**src/hdl/ptsp_params.svh**
```systemverilog
// Register indices, reset values and widths for the port T/S pin control.
// Summary of operation
// - Port T pull enabled per bit, inputs only.
// - Pulls off after reset; ignored on outputs.
// - Polarity bit 0 selects pull-up.
// - Polarity bit 1 selects pull-down.
// - Routing bits pick timer or pulse unit.
// - Data read gives latch or pin by direction.
// - Pin level register always reads synced pins.
// - Writes to pin level register are ignored.
// - Direction bit 0 input, 1 output.
// - Serial transmit forces output, receive forces input.
// - Disabled serial channel returns direction to register.
// - Reads settle within three cycles after direction change.
// - Drive bit 1 selects reduced drive strength.
// - Drive select ignored on input pins.
// - Pulse, then timer, then general output drives pin.
// - Reads synchronous; pin levels pass synchronizers.
`ifndef PTSP_PARAMS_SVH
`define PTSP_PARAMS_SVH

// Register indices; the byte address is four times the index.
`define PTSP_IDX_T_PULL_ENABLE   4'h4
`define PTSP_IDX_T_PULL_POLARITY 4'h5
`define PTSP_IDX_T_ROUTE_SELECT  4'h7
`define PTSP_IDX_S_DATA          4'h8
`define PTSP_IDX_S_PIN_LEVEL     4'h9
`define PTSP_IDX_S_DIRECTION     4'hA
`define PTSP_IDX_S_DRIVE_SELECT  4'hB

// Reset values.
`define PTSP_RST_T_PULL_ENABLE   8'h00
`define PTSP_RST_T_PULL_POLARITY 8'h00
`define PTSP_RST_T_ROUTE_SELECT  8'h00
`define PTSP_RST_S_DATA          8'h00
`define PTSP_RST_S_DIRECTION     8'h00
`define PTSP_RST_S_DRIVE_SELECT  8'h00

// Widths.
`define PTSP_WB_DATA_W           32
`define PTSP_WB_ADDR_W           6
`define PTSP_REG_W               8
`define PTSP_T_PINS              8
`define PTSP_T_ROUTE_BITS        5
`define PTSP_S_PINS              4
`define PTSP_S_TX_PIN            1
`define PTSP_S_RX_PIN            0
`define PTSP_SYNC_STAGES         2

`endif

```
**src/hdl/ptsp_pkg.sv**
```systemverilog
// Types shared by the port T/S pin control files.
`include "ptsp_params.svh"

package ptsp_pkg;

  typedef struct packed {
    logic                          cyc;
    logic                          stb;
    logic                          we;
    logic [3:0]                    sel;
    logic [`PTSP_WB_ADDR_W-1:0]    adr;
    logic [`PTSP_WB_DATA_W-1:0]    dat;
  } ptsp_wb_req_t;

  typedef struct packed {
    logic                          ack;
    logic [`PTSP_WB_DATA_W-1:0]    dat;
  } ptsp_wb_rsp_t;

  typedef enum logic [2:0] {
    PTSP_REG_NONE,
    PTSP_REG_T_PULL_ENABLE,
    PTSP_REG_T_PULL_POLARITY,
    PTSP_REG_T_ROUTE_SELECT,
    PTSP_REG_S_DATA,
    PTSP_REG_S_PIN_LEVEL,
    PTSP_REG_S_DIRECTION,
    PTSP_REG_S_DRIVE_SELECT
  } ptsp_reg_t;

endpackage : ptsp_pkg

```
**src/hdl/ptsp_pin_ctrl.sv**
```systemverilog
// Port T pull and routing control and port S pin control, Wishbone slave.
//
// The Wishbone interface to the registers was left to the implementer.
`timescale 1ns/1ps
`include "ptsp_params.svh"

module ptsp_pin_ctrl
  import ptsp_pkg::*;
#(
  parameter int T_PINS     = `PTSP_T_PINS,
  parameter int ROUTE_BITS = `PTSP_T_ROUTE_BITS,
  parameter int S_PINS     = `PTSP_S_PINS,
  parameter int TX_PIN     = `PTSP_S_TX_PIN,
  parameter int RX_PIN     = `PTSP_S_RX_PIN
)
(
  input  wire logic                  clk_sys,
  input  wire logic                  nrst,
  input  wire ptsp_wb_req_t          wbReq,
  output ptsp_wb_rsp_t               wbRsp,
  input  wire logic [T_PINS-1:0]     tGpioData,
  input  wire logic [T_PINS-1:0]     tGpioDirection,
  input  wire logic [T_PINS-1:0]     timerOutputActive,
  input  wire logic [T_PINS-1:0]     timerUnitOut,
  input  wire logic [ROUTE_BITS-1:0] pulseChannelEnable,
  input  wire logic [ROUTE_BITS-1:0] pulseUnitOut,
  output logic      [T_PINS-1:0]     tPinOut,
  output logic      [T_PINS-1:0]     tPinOeN,
  output logic      [T_PINS-1:0]     tPullUp,
  output logic      [T_PINS-1:0]     tPullDown,
  input  wire logic [S_PINS-1:0]     sPinIn,
  input  wire logic                  serialTxEnable,
  input  wire logic                  serialTxData,
  input  wire logic                  serialRxEnable,
  output logic      [S_PINS-1:0]     sPinOut,
  output logic      [S_PINS-1:0]     sPinOeN,
  output logic      [S_PINS-1:0]     sDriveReduced
);

  localparam int DW = `PTSP_WB_DATA_W;
  localparam int RW = `PTSP_REG_W;

  // Parameters the logic cannot serve are refused at elaboration.
  generate
    if (T_PINS < 1 || T_PINS > RW)
    begin : g_bad_t_pins
      $error("T_PINS must lie between 1 and the register width");
    end
    if (ROUTE_BITS < 1 || ROUTE_BITS > T_PINS)
    begin : g_bad_route
      $error("ROUTE_BITS must lie between 1 and T_PINS");
    end
    if (S_PINS < 2 || S_PINS > RW)
    begin : g_bad_s_pins
      $error("S_PINS must lie between 2 and the register width");
    end
    if (TX_PIN >= S_PINS || RX_PIN >= S_PINS || TX_PIN == RX_PIN)
    begin : g_bad_serial
      $error("Serial pins must be distinct port S pins");
    end
  endgenerate

  // Software-visible registers.
  logic [T_PINS-1:0]     tPullEnable_reg;
  logic [T_PINS-1:0]     tPullPolarity_reg;
  logic [ROUTE_BITS-1:0] tRouteSelect_reg;
  logic [S_PINS-1:0]     sDataLatch_reg;
  logic [S_PINS-1:0]     sDirection_reg;
  logic [S_PINS-1:0]     sDriveSelect_reg;

  // Bus slave state.
  logic                  ack_reg;
  logic [DW-1:0]         readData_reg;
  logic [DW-1:0]         readData_next;
  logic                  busActive;
  logic                  busWrite;
  ptsp_reg_t             regHit;
  logic [S_PINS-1:0]     sPinLevel;

  // Next values of the registered pin outputs.
  logic [T_PINS-1:0]     tPinOut_next;
  logic [T_PINS-1:0]     tPinOeN_next;
  logic [T_PINS-1:0]     tPullUp_next;
  logic [T_PINS-1:0]     tPullDown_next;
  logic [S_PINS-1:0]     sPinOut_next;
  logic [S_PINS-1:0]     sPinOeN_next;
  logic [S_PINS-1:0]     sDriveReduced_next;
  logic [S_PINS-1:0]     sDataRead;

  // Maps a byte address onto a register; used by both read and write.
  function automatic ptsp_reg_t decodeReg
  (
    input logic [`PTSP_WB_ADDR_W-1:0] adr
  );
    logic [3:0] index;
    index = adr[`PTSP_WB_ADDR_W-1:2];
    if (adr[1:0] != 2'h0)
    begin
      decodeReg = PTSP_REG_NONE;
    end
    else if (index == `PTSP_IDX_T_PULL_ENABLE)
    begin
      decodeReg = PTSP_REG_T_PULL_ENABLE;
    end
    else if (index == `PTSP_IDX_T_PULL_POLARITY)
    begin
      decodeReg = PTSP_REG_T_PULL_POLARITY;
    end
    else if (index == `PTSP_IDX_T_ROUTE_SELECT)
    begin
      decodeReg = PTSP_REG_T_ROUTE_SELECT;
    end
    else if (index == `PTSP_IDX_S_DATA)
    begin
      decodeReg = PTSP_REG_S_DATA;
    end
    else if (index == `PTSP_IDX_S_PIN_LEVEL)
    begin
      decodeReg = PTSP_REG_S_PIN_LEVEL;
    end
    else if (index == `PTSP_IDX_S_DIRECTION)
    begin
      decodeReg = PTSP_REG_S_DIRECTION;
    end
    else if (index == `PTSP_IDX_S_DRIVE_SELECT)
    begin
      decodeReg = PTSP_REG_S_DRIVE_SELECT;
    end
    else
    begin
      decodeReg = PTSP_REG_NONE;
    end
  endfunction : decodeReg

  // Pin levels come from outside the clock domain.
  ptsp_sync #(
    .WIDTH   (S_PINS)
  ) u_s_sync (
    .clk_sys (clk_sys),
    .nrst    (nrst),
    .asyncIn (sPinIn),
    .syncOut (sPinLevel)
  );

  assign regHit    = decodeReg(wbReq.adr);
  assign busActive = wbReq.cyc & wbReq.stb;
  // The write lands on the edge at which the master samples ack.
  assign busWrite  = busActive & wbReq.we & ack_reg & wbReq.sel[0];

  // Every access is acknowledged one cycle after it is presented,
  // unmapped ones included, so the master never hangs.
  always_ff @(posedge clk_sys or negedge nrst)
  begin
    if (!nrst)
    begin
      ack_reg <= 1'b0;
    end
    else
    begin
      ack_reg <= busActive & ~ack_reg;
    end
  end

  // Port T pull enable and polarity.
  always_ff @(posedge clk_sys or negedge nrst)
  begin
    if (!nrst)
    begin
      tPullEnable_reg   <= T_PINS'(`PTSP_RST_T_PULL_ENABLE);
      tPullPolarity_reg <= T_PINS'(`PTSP_RST_T_PULL_POLARITY);
    end
    else if (busWrite)
    begin
      if (regHit == PTSP_REG_T_PULL_ENABLE)
      begin
        tPullEnable_reg <= wbReq.dat[T_PINS-1:0];
      end
      if (regHit == PTSP_REG_T_PULL_POLARITY)
      begin
        tPullPolarity_reg <= wbReq.dat[T_PINS-1:0];
      end
    end
  end

  // Routing select. Setting a bit with no pulse channel behind it is
  // not trapped here; such a pin simply never sees an enabled channel.
  always_ff @(posedge clk_sys or negedge nrst)
  begin
    if (!nrst)
    begin
      tRouteSelect_reg <= ROUTE_BITS'(`PTSP_RST_T_ROUTE_SELECT);
    end
    else if (busWrite && regHit == PTSP_REG_T_ROUTE_SELECT)
    begin
      tRouteSelect_reg <= wbReq.dat[ROUTE_BITS-1:0];
    end
  end

  // Port S data latch, direction and drive select. The pin level
  // register has no storage, so a write to it changes nothing.
  always_ff @(posedge clk_sys or negedge nrst)
  begin
    if (!nrst)
    begin
      sDataLatch_reg   <= S_PINS'(`PTSP_RST_S_DATA);
      sDirection_reg   <= S_PINS'(`PTSP_RST_S_DIRECTION);
      sDriveSelect_reg <= S_PINS'(`PTSP_RST_S_DRIVE_SELECT);
    end
    else if (busWrite)
    begin
      if (regHit == PTSP_REG_S_DATA)
      begin
        sDataLatch_reg <= wbReq.dat[S_PINS-1:0];
      end
      if (regHit == PTSP_REG_S_DIRECTION)
      begin
        sDirection_reg <= wbReq.dat[S_PINS-1:0];
      end
      if (regHit == PTSP_REG_S_DRIVE_SELECT)
      begin
        sDriveSelect_reg <= wbReq.dat[S_PINS-1:0];
      end
    end
  end

  // Port T pin steering: pulse unit first, then timer, then GPIO.
  genvar ti;
  generate
    for (ti = 0; ti < T_PINS; ti++)
    begin : g_t_pin
      logic pulseDrives;
      logic pulseLevel;
      logic timerDrives;
      logic isOutput;
      if (ti < ROUTE_BITS)
      begin : g_routed
        assign pulseDrives = tRouteSelect_reg[ti]
                           & pulseChannelEnable[ti];
        assign pulseLevel  = pulseUnitOut[ti];
      end
      else
      begin : g_timer_only
        assign pulseDrives = 1'b0;
        assign pulseLevel  = 1'b0;
      end
      assign timerDrives = ~pulseDrives & timerOutputActive[ti];
      assign isOutput    = pulseDrives | timerDrives
                         | tGpioDirection[ti];
      assign tPinOut_next[ti] = pulseDrives ? pulseLevel
                              : timerDrives ? timerUnitOut[ti]
                              : tGpioData[ti];
      assign tPinOeN_next[ti] = ~isOutput;
      // A pull only acts on a pin that is not being driven.
      assign tPullUp_next[ti]   = tPullEnable_reg[ti] & ~isOutput
                                & ~tPullPolarity_reg[ti];
      assign tPullDown_next[ti] = tPullEnable_reg[ti] & ~isOutput
                                & tPullPolarity_reg[ti];
    end
  endgenerate

  // Port S pin steering with serial overrides on two pins.
  genvar si;
  generate
    for (si = 0; si < S_PINS; si++)
    begin : g_s_pin
      logic isOutput;
      logic txOwns;
      if (si == TX_PIN)
      begin : g_tx
        assign txOwns   = serialTxEnable;
        assign isOutput = serialTxEnable | sDirection_reg[si];
      end
      else if (si == RX_PIN)
      begin : g_rx
        assign txOwns   = 1'b0;
        assign isOutput = ~serialRxEnable & sDirection_reg[si];
      end
      else
      begin : g_plain
        assign txOwns   = 1'b0;
        assign isOutput = sDirection_reg[si];
      end
      assign sPinOut_next[si] = txOwns ? serialTxData : sDataLatch_reg[si];
      assign sPinOeN_next[si] = ~isOutput;
      assign sDriveReduced_next[si] = isOutput
                                    & sDriveSelect_reg[si];
      // The read follows the direction register, not the override.
      assign sDataRead[si] = sDirection_reg[si] ? sDataLatch_reg[si]
                                                : sPinLevel[si];
    end
  endgenerate

  // Read mux. Narrow registers are zero-extended to the bus width.
  always_comb
  begin
    readData_next = '0;
    if (regHit == PTSP_REG_T_PULL_ENABLE)
    begin
      readData_next[T_PINS-1:0] = tPullEnable_reg;
    end
    else if (regHit == PTSP_REG_T_PULL_POLARITY)
    begin
      readData_next[T_PINS-1:0] = tPullPolarity_reg;
    end
    else if (regHit == PTSP_REG_T_ROUTE_SELECT)
    begin
      readData_next[ROUTE_BITS-1:0] = tRouteSelect_reg;
    end
    else if (regHit == PTSP_REG_S_DATA)
    begin
      readData_next[S_PINS-1:0] = sDataRead;
    end
    else if (regHit == PTSP_REG_S_PIN_LEVEL)
    begin
      readData_next[S_PINS-1:0] = sPinLevel;
    end
    else if (regHit == PTSP_REG_S_DIRECTION)
    begin
      readData_next[S_PINS-1:0] = sDirection_reg;
    end
    else if (regHit == PTSP_REG_S_DRIVE_SELECT)
    begin
      readData_next[S_PINS-1:0] = sDriveSelect_reg;
    end
  end

  // Read data is captured as ack rises and cleared as ack falls, so the
  // bus shows zero in every cycle without an acknowledge.
  always_ff @(posedge clk_sys or negedge nrst)
  begin
    if (!nrst)
    begin
      readData_reg <= '0;
    end
    else
    begin
      readData_reg <= (busActive && !ack_reg) ? readData_next : '0;
    end
  end

  assign wbRsp.ack = ack_reg;
  assign wbRsp.dat = readData_reg;

  // Pin outputs are registered so the pads see no decode glitches;
  // this costs one cycle from a register or module change to the pin.
  always_ff @(posedge clk_sys or negedge nrst)
  begin
    if (!nrst)
    begin
      tPinOut   <= '0;
      tPinOeN   <= '1;
      tPullUp   <= '0;
      tPullDown     <= '0;
      sPinOut       <= '0;
      sPinOeN       <= '1;
      sDriveReduced <= '0;
    end
    else
    begin
      tPinOut       <= tPinOut_next;
      tPinOeN       <= tPinOeN_next;
      tPullUp       <= tPullUp_next;
      tPullDown     <= tPullDown_next;
      sPinOut       <= sPinOut_next;
      sPinOeN       <= sPinOeN_next;
      sDriveReduced <= sDriveReduced_next;
    end
  end

endmodule : ptsp_pin_ctrl

```
**src/hdl/ptsp_sync.sv**
```systemverilog
// Two-stage synchronizer for asynchronous pin levels.
`timescale 1ns/1ps

module ptsp_sync
#(
  parameter int WIDTH = 4
)
(
  input  wire logic             clk_sys,
  input  wire logic             nrst,
  input  wire logic [WIDTH-1:0] asyncIn,
  output logic      [WIDTH-1:0] syncOut
);

  logic [WIDTH-1:0] stage1_reg;

  generate
    if (WIDTH < 1)
    begin : g_bad_width
      $error("ptsp_sync needs a width of at least one");
    end
  endgenerate

  // Only the second stage reads the first; nothing else may tap it.
  always_ff @(posedge clk_sys or negedge nrst)
  begin
    if (!nrst)
    begin
      stage1_reg <= '0;
      syncOut    <= '0;
    end
    else
    begin
      stage1_reg <= asyncIn;
      syncOut    <= stage1_reg;
    end
  end

endmodule : ptsp_sync

```
**config.mk**
```make
export PLATFORM = sky130hd
export DESIGN_NAME = ptsp_pin_ctrl
export DESIGN_NICKNAME = d
export VERILOG_FILES = /design/src/hdl/ptsp_pkg.sv /design/src/hdl/ptsp_pin_ctrl.sv /design/src/hdl/ptsp_sync.sv
export VERILOG_INCLUDE_DIRS = /design/src /design/src/hdl
export SDC_FILE = /design/constraint.sdc
export NUM_CORES = 1
export LEC_CHECK = 0
export BUFFER_PORTS_ARGS = -buffer_cell sky130_fd_sc_hd__buf_2
export CAP_MARGIN = 25
export CORE_AREA = 2 2 91 93
export CTS_CLUSTER_DIAMETER = 40
export CTS_CLUSTER_SIZE = 25
export DETAILED_ROUTE_END_ITERATION = 8
export DIE_AREA = 0 0 93 95
export PLACE_DENSITY = 0.85
export SETUP_SLACK_MARGIN = 0.5
export SYNTH_ARGS = -nofsm -noshare
export SYNTH_HDL_FRONTEND = slang
export SYNTH_SLANG_ARGS = --single-unit
```
**constraint.sdc**
```tcl
create_clock -name clk_sys -period 3.6 [get_ports clk_sys]
set_clock_uncertainty 0.2 [all_clocks]
set_input_delay 0.36 -clock clk_sys [delete_from_list [all_inputs] [get_ports clk_sys]]
set_output_delay 0.36 -clock clk_sys [all_outputs]
set_load 0.005 [all_outputs]
```
Word level (Yosys, flattened, before mapping):

Index checks and enable logic that the tools add are counted.

* register bits after elaboration: 94
* bits of input ports: 96
* output and inout port bits: 77
* logic and storage cells: 161

* equal/unequal tests: 14
* multiplexer cells: 36
* bitwise operators: 85
* reduce and logical (&&, ||, !) cells: 9

Operator list (count)
* 1-bit bitwise AND: 44
* 3-bit 2-to-1 mux: 9
* 1-bit inverter: 27
* 4-bit 2-to-1 mux: 5
* 1-bit 2-to-1 mux: 19
* 4-bit == test, second input constant: 4
* 8-bit 2-to-1 mux: 2
* 1-bit bitwise OR: 14
* 3-bit == test, second input constant: 4
* 4-bit by 3-bit == test with 1-bit output, second input constant: 3
* 2-bit AND reduction: 5
* 3-bit by 2-bit == test with 1-bit output, second input constant: 2
* 5-bit 2-to-1 mux: 1
* 3-bit by 1-bit == test with 1-bit output, second input constant: 1
* 1-bit logical AND: 2
* 2-bit nonzero test: 1
* 1-bit logical NOT: 1

Logic depth before layout (Yosys ltp):

Gate-level depths: netlist (run 1).

* depth in word-level cells: 18
* mapped depth: 6
* gate-level depth less buffers: 4

Hierarchy:

From an unflattened synthesis (run 1), not the netlist that was laid out.

* cells, all modules: 288
* area, all modules: 3827.4 sq um

Modules (own cells, without submodules)
* ptsp_pin_ctrl: times used 1, cells an instance 280, area an instance 3627.2 sq um
* ptsp_sync: times used 1, cells an instance 8, area an instance 200.2 sq um

Least setup slack after synthesis (run 1):

OpenSTA, ideal clock, no wires.

* kind: input to register
* from: input wbReq[33] in the netlist's numbering
* to: register sDriveSelect_reg[0]
* setup time: 0.125 ns
* data arrival time: 1.738 ns
* required time: 3.275 ns
* slack: 1.537 ns
* stages: 5
* cells stage by stage: or4b_1 > buf_2 > or2_4 > nor2_4 > mux2_2

* word-level cells in the longest chain between the ends: 4

RTL lines
* start: declaration: RTL line ptsp_pin_ctrl.sv:19 `input wire ptsp_wb_req_t wbReq,`
* 2-bit nonzero test: RTL line ptsp_pin_ctrl.sv:97 `if (adr[1:0] != 2'h0)`
* 3-bit 2-to-1 mux: RTL line ptsp_pin_ctrl.sv:97
* 3-bit == test: RTL line ptsp_pin_ctrl.sv:219 `if (regHit == PTSP_REG_S_DRIVE_SELECT)`
* 2-bit AND reduction (no source line)
* end signal: assignment: RTL line ptsp_pin_ctrl.sv:207 `` sDriveSelect_reg <= S_PINS'(`PTSP_RST_S_DRIVE_SELECT); ``
* end signal: assignment: RTL line ptsp_pin_ctrl.sv:221 `sDriveSelect_reg <= wbReq.dat[S_PINS-1:0];`
* end: declaration: RTL line ptsp_pin_ctrl.sv:69 `logic [S_PINS-1:0] sDriveSelect_reg;`

No other way between the ends.
A chain may end at the register's enable or synchronous reset.

Final worst setup path (run 1):

* from: register ack_reg
* to: register tPullPolarity_reg[0]

* word-level cells in the longest chain between the ends: 3

RTL lines
* start: declaration: RTL line ptsp_pin_ctrl.sv:72 `logic ack_reg;`
* start signal: assignment: RTL line ptsp_pin_ctrl.sv:160 `ack_reg <= busActive & ~ack_reg;`
* 1-bit bitwise AND (2 in a row): RTL line ptsp_pin_ctrl.sv:148 `assign busWrite = busActive & wbReq.we & ack_reg & wbReq.sel[0];`
* 2-bit AND reduction (no source line)
* end signal: assignment: RTL line ptsp_pin_ctrl.sv:170 `` tPullPolarity_reg <= T_PINS'(`PTSP_RST_T_PULL_POLARITY); ``
* end signal: assignment: RTL line ptsp_pin_ctrl.sv:180 `tPullPolarity_reg <= wbReq.dat[T_PINS-1:0];`
* end: declaration: RTL line ptsp_pin_ctrl.sv:65 `logic [T_PINS-1:0] tPullPolarity_reg;`

No other way between the ends.

==> results of run 1 <==
==> repair_timing <==
item                                    in CTS  in global routing
endpoints found under the hold margin       48                  0
setup buffers                                0                  0
hold buffers                                22                  0
endpoints found under the setup margin       0                  0
==> cells by family (layout without fill, tap and decap cells) <==
family / count (synthesis) / count (layout) / synth area share (%)
mux: 55 / 55 / 15.8
compound gates: 26 / 26 / 4.87
flops: 94 / 94 / 61.9
simple gates: 76 / 76 / 11.1
other cells: 1 / 24 / 0.0980
buf+inv: 36 / 166 / 6.28
==> report_power, final <==
| part | internal [W] | leakage [nW] | switching, W | total [W] |
|---|---|---|---|---|
| clock | 0.000340 | 0.0955 | 0.000351 | 0.000691 |
| combinational | 0.0000711 | 1.25 | 0.0000793 | 0.000150 |
| sequential | 0.00108 | 1.23 | 0.00000747 | 0.00109 |
| total | 0.00149 | 2.57 | 0.000438 | 0.00193 |
==> per-layer routing <==
metal	wire [µm]	vias to the layer above
met1	3030	1343
met4	312	0
met3	452	24
met2	4230	101
met5	0	-
li1	-	1253
==> through the flow <==
stage                     setup slack, ns  hold WS [ns]  total power, W
final                                1.54        0.0320         0.00193
after floorplan                      1.54        -0.136         0.00117
after detailed placement             1.16         0.136         0.00124
after global routing                 1.43        0.0291         0.00201
after global placement               1.18         0.137         0.00123
after CTS                            1.53        0.0199         0.00195
==> layout by cell type, fill, tap and decap left out, drive strengths merged, types with 2 or more instances in the layout <==
cell type,netlist,routed
clkinv,0,2
a211oi,8,8
buf,29,123
nor4b,2,2
mux2i,13,13
dlygate4sd3,0,22
mux2,42,42
inv,5,5
a2111oi,3,3
clkbuf,2,11
and3,8,8
dfrtp,82,82
conb,1,24
or4b,3,3
a22oi,4,4
dfstp,12,12
nor2b,2,2
clkinvlp,0,2
nor4,2,2
and2,2,2
a21oi,6,6
nand3b,2,2
nor2,29,29
o21a,3,3
nand2,16,16
nor3,3,3
==> path summary, 6_finish.rpt <==
path / from / endpoint / slack, ns
setup / recovery: ack_reg$_DFF_PN0_ / tPullPolarity_reg[0]$_DFFE_PN0P_ / 1.54
hold / removal: tGpioData[5] / tPinOut[5]$_DFF_PN0_ / 0.03
setup reg to reg: ack_reg$_DFF_PN0_ / tPullPolarity_reg[0]$_DFFE_PN0P_ / 1.54
hold reg to reg: u_s_sync.stage1_reg[2]$_DFF_PN0_ / u_s_sync.syncOut[2]$_DFF_PN0_ / 0.15
max in group asynchronous: nrst / tPinOeN[3]$_DFF_PN1_ / 2.06
min in group asynchronous: nrst / tPullDown[2]$_DFF_PN0_ / 0.36
==> cell type report <==
| type | instances | area, µm² | share of cell area, % |
|---|---|---|---|
| timing repair buffer | 145 | 843 | 17.3 |
| sequential | 94 | 2370 | 48.6 |
| clock inverter | 5 | 58.8 | 1.21 |
| clock buffer | 11 | 141 | 2.90 |
| inverter | 5 | 18.8 | 0.386 |
| tap | 105 | 131 | 2.70 |
| multi-input combinational | 181 | 1310 | 26.8 |
==> critical path: stages (launching register included) <==
cell and delay, ns:
sky130_fd_sc_hd__dfrtp_1 0.37, sky130_fd_sc_hd__and4_1 0.25, sky130_fd_sc_hd__nand3_1 0.26, sky130_fd_sc_hd__nor3_4 0.47, sky130_fd_sc_hd__mux2_2 0.40
==> results.md, run 1 <==
- The flow ran to the end, and the final reports show no timing, DRC or antenna violations.
- The wire length after detailed routing is between 8000 and 9000 µm.
- The max-capacitance violation count is 0.
- The layer with the highest usage after global routing is met2.
- The most instantiated library cell after synthesis is sky130_fd_sc_hd__dfrtp_1.
- Clock latency on the worst-skew pair, taken at its later pin, is 0.35 ns.
- The total global routing track utilization is between 10% and 20%.
- By area the synthesized netlist is led by sky130_fd_sc_hd__dfrtp_1 (54%), sky130_fd_sc_hd__mux2_2 (12%), sky130_fd_sc_hd__dfstp_2 (8.2%).
- The first TritonRoute pass finished after 4 iterations.
- The synthesized design contains 0 enable-type register cells.
- The core utilization of the finished layout is 61.4%.
- The H-tree was split into 3 levels.
- The peak supply drop is 0.195 mV.
- At the end of routability-driven placement, the weighted congestion stood at between 0.8 and 0.9.
- STA puts the critical path data required time at 3.64 ns.
- The floorplan has 33 rows.
- The largest fanout on the critical path is 8.
- The placed instance count is around 500.
- The share of the synthesized area in the top cell type is 53.6%.
- The vertical die dimension is 95 µm.
- The initial antenna violation count is 1.
- After detailed routing, the number of remaining DRC violations is 0.
- Counting instances, the worst hold path has a depth of 2.
- For met3 alone, demand over resource in global routing was 3.99%.
- After detailed routing, the average wire length per cell comes to between 10 and 15 µm.
- The register clock-pin slew on the reported worst setup and hold paths is 0.09 ns.
- At the pin with the least slew margin, the transition time is 0.541 ns.
- By count the netlist is led by sky130_fd_sc_hd__dfrtp_1 (82), sky130_fd_sc_hd__mux2_2 (42), sky130_fd_sc_hd__nor2_1 (28), sky130_fd_sc_hd__buf_4 (25), sky130_fd_sc_hd__nand2_1 (15).
- The first-pass GRT wire length is about 13000 µm.
- The floorplan step defined a die boundary enclosing roughly 8800 µm².
- The number of input and output port buffers inserted is about 120.
- The number of synthesis warnings is 0.
- Pin placement for this block handled ~170 I/O pins.
- The worst pin sits at a relative slew slack of a little under two thirds.
- Summing all non-filler instances in the final layout gives an area of about 4900 µm².
- For this design the ratio of total power to cell area is 396 nW/µm².
- Global routing consumed, on the met1 layer, between 20% and 30% of the routing resources.
- The worst register-to-register path has a depth of 4.
- The minimum clock period after layout is 2.06 ns.
- The number of global-route vias before repair is around 2700.
- The number of antenna diodes in the final layout is 0.
- The proportion of layout cells with a drive suffix above 1 is 44.9%.
- The final setup TNS is 0 ns.
- The worst setup path is of the register to register kind.
- The detail route stage leaves a number of antenna-violating nets equal to 0.
- The placed wire-length estimate after detailed placement is 5810 µm.
- The post-layout instance count excluding filler cells is 546.
- The sequential element share of the synthesized area is 61.9%.
- Setup repair after global routing left no endpoint under its margin.
- The number of clock sinks is 94.
- For this run, asynchronously set or reset flops after synthesis account for 100%.
- The core box area is 7930 µm².
- The via count normalized by instance count is 4.98.
- The cell chosen for the clock root is sky130_fd_sc_hd__clkbuf_8.
- The global-route congestion overflow total is 0.
- In the global route stage, met2 resource usage came out at roughly a third.
- The kind of start point of the critical path is a register.
- The fill cell total of the finished layout is ~650.
- The count of final setup violators is 0.
- The CTS buffer count is 9.
- The worst path uses 57.3% of the clock period.
- The average instance in the mapped netlist occupies 13.3 µm².
- The first routing iteration left 114 violations.
- The classification of the worst-slack hold path is input pin to register.
- Counting every instance in the synthesized netlist gives 288.
- The effective utilization at floorplan is 48.3%.
- Data arrives at the worst endpoint at 2.10 ns.
- The hold violation count in the final report was 0.
- The primary flip-flop cell chosen by synthesis mapping is sky130_fd_sc_hd__dfrtp_1.
- The top cell type by total area after synthesis is sky130_fd_sc_hd__dfrtp_1.
- Across all layers, the routed design uses 2721 vias.
- In this run the static leakage power is 2.57 nW.
- The total count of max-transition violations in the final report is 0.
- The net count of the finished layout is between 500 and 600.
- Entering global routing, the biggest net connects 45 pins.
- TritonCTS built the clock tree.
- The standard cell area after detailed placement is 4450 µm².
- After synthesis the cells add up to 3830 µm².
- The clock passes through at most 2 buffers.
- After synthesis, the netlist uses 40 different library cells.
- The horizontal extent of the die is between 90 and 100 µm.
- The area growth from synthesis to layout is 27.2%.
- The synthesized design contains between 90 and 100 register bits.
- In this run, post-CTS repair resized a total of 0 instances.
- The highest attainable clock frequency is 485 MHz.
- STA classifies the critical path endpoint as a register.
Note: power is estimated with default switching activity, not from simulation.
==> run 2, diff against run 1 <==
- ABC_AREA: unset -> 1
- CORE_AREA: 2 2 91 93 -> 2 2 95 97
- DIE_AREA: 0 0 93 95 -> 0 0 97 99
- PLACE_DENSITY: 0.85 -> 0.8
- clock period: 3.6 -> 1.9 ns (I/O delays scaled with it)
==> run 2 against run 1 <==
Compared with the run above: total power increased by 99%; critical path depth increased by 3; largest power group unchanged; hold slack got worse by 0.029 ns; clock power increased by 94%; critical endpoint is now readData_reg[3]$_DFF_PN0_; synthesized cell count increased by 46%; fmax increased by 39%; via count increased by 31%; synthesized area increased by 3.5%; combinational power increased to 2.9 times the previous value; count of clock-buffer cells in the layout decreased by 2.
==> results.md, run 2 <==
- The run finished with clean final reports.
- Yosys instantiated no cell more often than sky130_fd_sc_hd__nand2_1.
- The cell family contributing the most delay on the critical path is flip-flops.
- Sequential elements use 59.7% of the synthesized area.
- The internal power summed over all cells is 0.00288 W.
- The cell area that synthesis handed to floorplanning was about 4000 µm².
- The floorplan has 34 rows.
- The global-route congestion overflow total is 0.
- The number of top-level pins is between 150 and 200.
- The number of clock sinks is between 90 and 100.
- The hold violation count in the final report was 0.
- The total global routing track utilization is roughly 22%.
- On the critical path, the stage with the largest delay is an instance of sky130_fd_sc_hd__dfrtp_1.
- Data on the critical path is required at its endpoint by between 1.5 and 2 ns.
- The die is 99 µm tall.
- STA classifies the critical path endpoint as a register.
- The total count of max-transition violations in the final report is 0.
- In the routed layout, each cell is associated on average with a via count of 4.84.
- The number of global-route vias before repair was 3620.
- TritonCTS built the clock tree.
- The initial antenna violation count is 1.
- Detailed routing inserted a total of 3556 vias.
- The final clock period utilization by the worst path is between 70% and 80%.
- The number of detailed-routing iterations run before antenna repair is 5.
- The areal power density over the cells is 676 nW/µm².
- The share of the synthesized area in the top cell type is roughly 52%.
- After the last flow step, the layout net total stands at a little over 700.
- The register clock-pin slew on the reported worst setup and hold paths is 0.10 ns.
- The area growth from synthesis to layout is 43.4%.
- Of all nets on the critical path, the largest fanout is 5.
- The top cell type by total area after synthesis is sky130_fd_sc_hd__dfrtp_1.
- The number of input and output port buffers inserted is 121.
- After synthesis, the cell types taking the most area are sky130_fd_sc_hd__dfrtp_1 (52%), sky130_fd_sc_hd__nand2_1 (9.7%), sky130_fd_sc_hd__dfstp_2 (8.0%).
- The core box area is 8550 µm².
- Measured against its own limit, the worst slew margin works out to between 60% and 70%.
- In this run the static leakage power is 3.02 nW.
- The clock passes through at most 2 buffers.
- The classification of the worst-slack hold path is input pin to register.
- The floorplan step defined a die boundary enclosing 9600 µm².
- The kind of start point of the critical path is a register.
- The HPWL after detailed placement is 6510 µm.
- In this run, synthesis produced a sequential element count of 94.
- The average detailed-routed wire length per instance is 14.5 µm.
- The number of synthesis warnings is 0.
- Summing all non-filler instances in the final layout gives an area of 5680 µm².
- From left edge to right edge, the die measures around 97 µm.
- The effective utilization at floorplan is 46.3%.
- The DRC marker count from the first detailed-route iteration is 224.
- In this run, flip-flops and latches consume 53.9% of the power.
- Counting the buffers created by CTS gives 9.
- Leaving out fill and tap cells, the most frequent cells in the layout are sky130_fd_sc_hd__buf_2 (112), sky130_fd_sc_hd__nand2_1 (94), sky130_fd_sc_hd__dfrtp_1 (82).
- The clock insertion delay at the later pin of the skew report is 0.37 ns.
- The tool flagged a number of max-cap violations equal to 0.
- Of the cells placed in the final design, the portion with a size suffix greater than 1 is approximately a third.
- Entering global routing, the biggest net connects 41 pins.
- The count of nets left with antenna violations after detail routing is 0.
- The H-tree depth reported by CTS is 3.
- In this run the power spent charging and discharging nets is 0.000963 W.
- The standard cell area after detailed placement is 4680 µm².
- The critical path goes through inv_1 > o21ai_0 > nand3b_1 > nand2_1 > nand3_1 > nand2_1 > inv_1.
- The minimum clock period after layout is 1.48 ns.
- The fraction of power consumed by the clock network is 34.8%.
- Synthesis produced ~420 cells.
- The final RePlAce weighted congestion is 0.858.
- In the synthesized netlist, the cells that appear most often are sky130_fd_sc_hd__nand2_1 (102), sky130_fd_sc_hd__dfrtp_1 (82), sky130_fd_sc_hd__inv_1 (58), sky130_fd_sc_hd__nor2_1 (44), sky130_fd_sc_hd__o21ai_0 (27).
- Counting the fill cells in the layout gives 655.
- The transition at the pin with the smallest max-transition slack is between 0.5 and 0.6 ns.
- After synthesis, the netlist uses 28 different library cells.
- The part of the power in combinational logic is between 10% and 20%.
- The share of flip-flops with an asynchronous set or reset after synthesis is between 90% and 100%.
- The data arrival time of the worst path is 1.55 ns.
- Across the VDD grid, the largest voltage drop is 0.445 mV.
- The final layout contains routed wiring with a total length of around 11000 µm.
- The type of the worst setup path is register to register.
- After detailed routing, the number of remaining DRC violations is 0.
- The mean cell area of the mapped netlist is 9.41 µm².
- Setup repair after global routing could not meet its margin everywhere.
- For this run, the slowest stage of the critical path takes 0.43 ns.
- CTS placed an instance of sky130_fd_sc_hd__clkbuf_8 at the clock tree root.
- The count of flip-flops with a built-in enable after synthesis is 0.
- The switching share of power is about a quarter.
- The first global-routing pass estimated 16900 µm of wire.
- The critical path contains buffers and inverters numbering 2 combined.
- The count of final setup violators is 0.
- The most frequent standard cell in the layout excluding fill and tap cells is sky130_fd_sc_hd__buf_2.
- The most used flip-flop cell after synthesis is sky130_fd_sc_hd__dfrtp_1.
- Derived from the worst setup path, the maximum achievable clock frequency is a little under 700 MHz.
- Adding up every negative setup slack in the final design gives 0 ns.
==> run 2: cell count changes in the layout (fill, tap and decap cells not counted), sizes merged, moves of 10 or more <==
cell	change
mux2i	-13
inv	+58
nand2	+92
mux2	-39
nand4	+11
nand3	+10
o21ai	+44
nor2	+18
buf	+11
dlygate4sd3	+36
==> run 2: power groups by stage <==
stage / combinational [W] / clock [W] / sequential, W
2_1_floorplan: 0.000149 / 0 / 0.00211
3_3_place_gp: 0.000284 / 0 / 0.00210
3_5_place_dp: 0.000296 / 0 / 0.00211
4_1_cts: 0.000391 / 0.00136 / 0.00207
5_1_grt: 0.000476 / 0.00146 / 0.00208
6_report: 0.000432 / 0.00134 / 0.00207
==> run 2: logic make-up (layout without fill, tap and decap cells) <==
family / Yosys count / in the layout / synth area share, %
flops: 94 / 94 / 59.7
compound gates: 55 / 55 / 8.11
mux: 3 / 3 / 0.852
other cells: 1 / 25 / 0.0946
buf+inv: 89 / 270 / 11.2
simple gates: 179 / 180 / 20.0
==> run 2: timing repair <==
item                       4_1_cts  5_1_grt
gates cloned                     0        1
setup endpoints to repair       38       51
pin swaps                        3       15
buffers inserted                 2        7
hold endpoints to repair        97        0
gates resized for setup          8       33
hold buffers                    58        0
==> run 2: layer usage <==
metal	routed length, µm	GRT usage (%)	up-vias
met5	0	0	-
met1	4060	26.3	1703
met3	728	5.25	21
li1	-	-	1674
met2	5630	38.8	158
met4	248	8.23	0
==> run 2: area by class of cell <==
class	instances	area, µm²	share of cell area [%]
Clock buffer	9	124	2.18
Inverter	62	250	4.40
Timing Repair Buffer	192	1370	24.0
Tap cell	108	135	2.38
Antenna cell	1	2.50	0.0440
Multi-Input combinational cell	262	1370	24.1
Sequential cell	94	2370	41.7
Clock inverter	7	71.3	1.25
==> run 2: final timing paths <==
path	cells past startpoint	endpoint	slack [ns]	from
worst max-delay path	7	readData_reg[3]$_DFF_PN0_	0.42	sDirection_reg[3]$_DFFE_PN0P_
worst min-delay path	3	ack_reg$_DFF_PN0_	0.003	wbReq[43]
worst max register to register	7	readData_reg[3]$_DFF_PN0_	0.42	sDirection_reg[3]$_DFFE_PN0P_
worst min register to register	0	u_s_sync.syncOut[3]$_DFF_PN0_	0.16	u_s_sync.stage1_reg[3]$_DFF_PN0_
max in group asynchronous	3	tPinOeN[7]$_DFF_PN1_	0.71	nrst
min in group asynchronous	2	sDirection_reg[3]$_DFFE_PN0P_	0.12	nrst
==> run 2: worst min-delay path, stage by stage <==
cell	delay [ns]
sky130_fd_sc_hd__buf_2	0.10
sky130_fd_sc_hd__nand2_1	0.15
sky130_fd_sc_hd__nor2_4	0.09
==> run 2: per-stage QoR <==
step	setup WS [ns]	cells	utilization, %	hold slack, ns	total power [W]
after floorplan	0.403	444	-	-0.306	0.00226
after global placement	0.128	650	54.8	-0.00381	0.00239
after detailed placement	0.0543	650	54.8	0.00276	0.00240
after CTS	0.455	726	64.4	0.0493	0.00382
after global routing	0.372	735	66.5	0.0110	0.00401
final	0.419	735	66.5	0.00297	0.00384
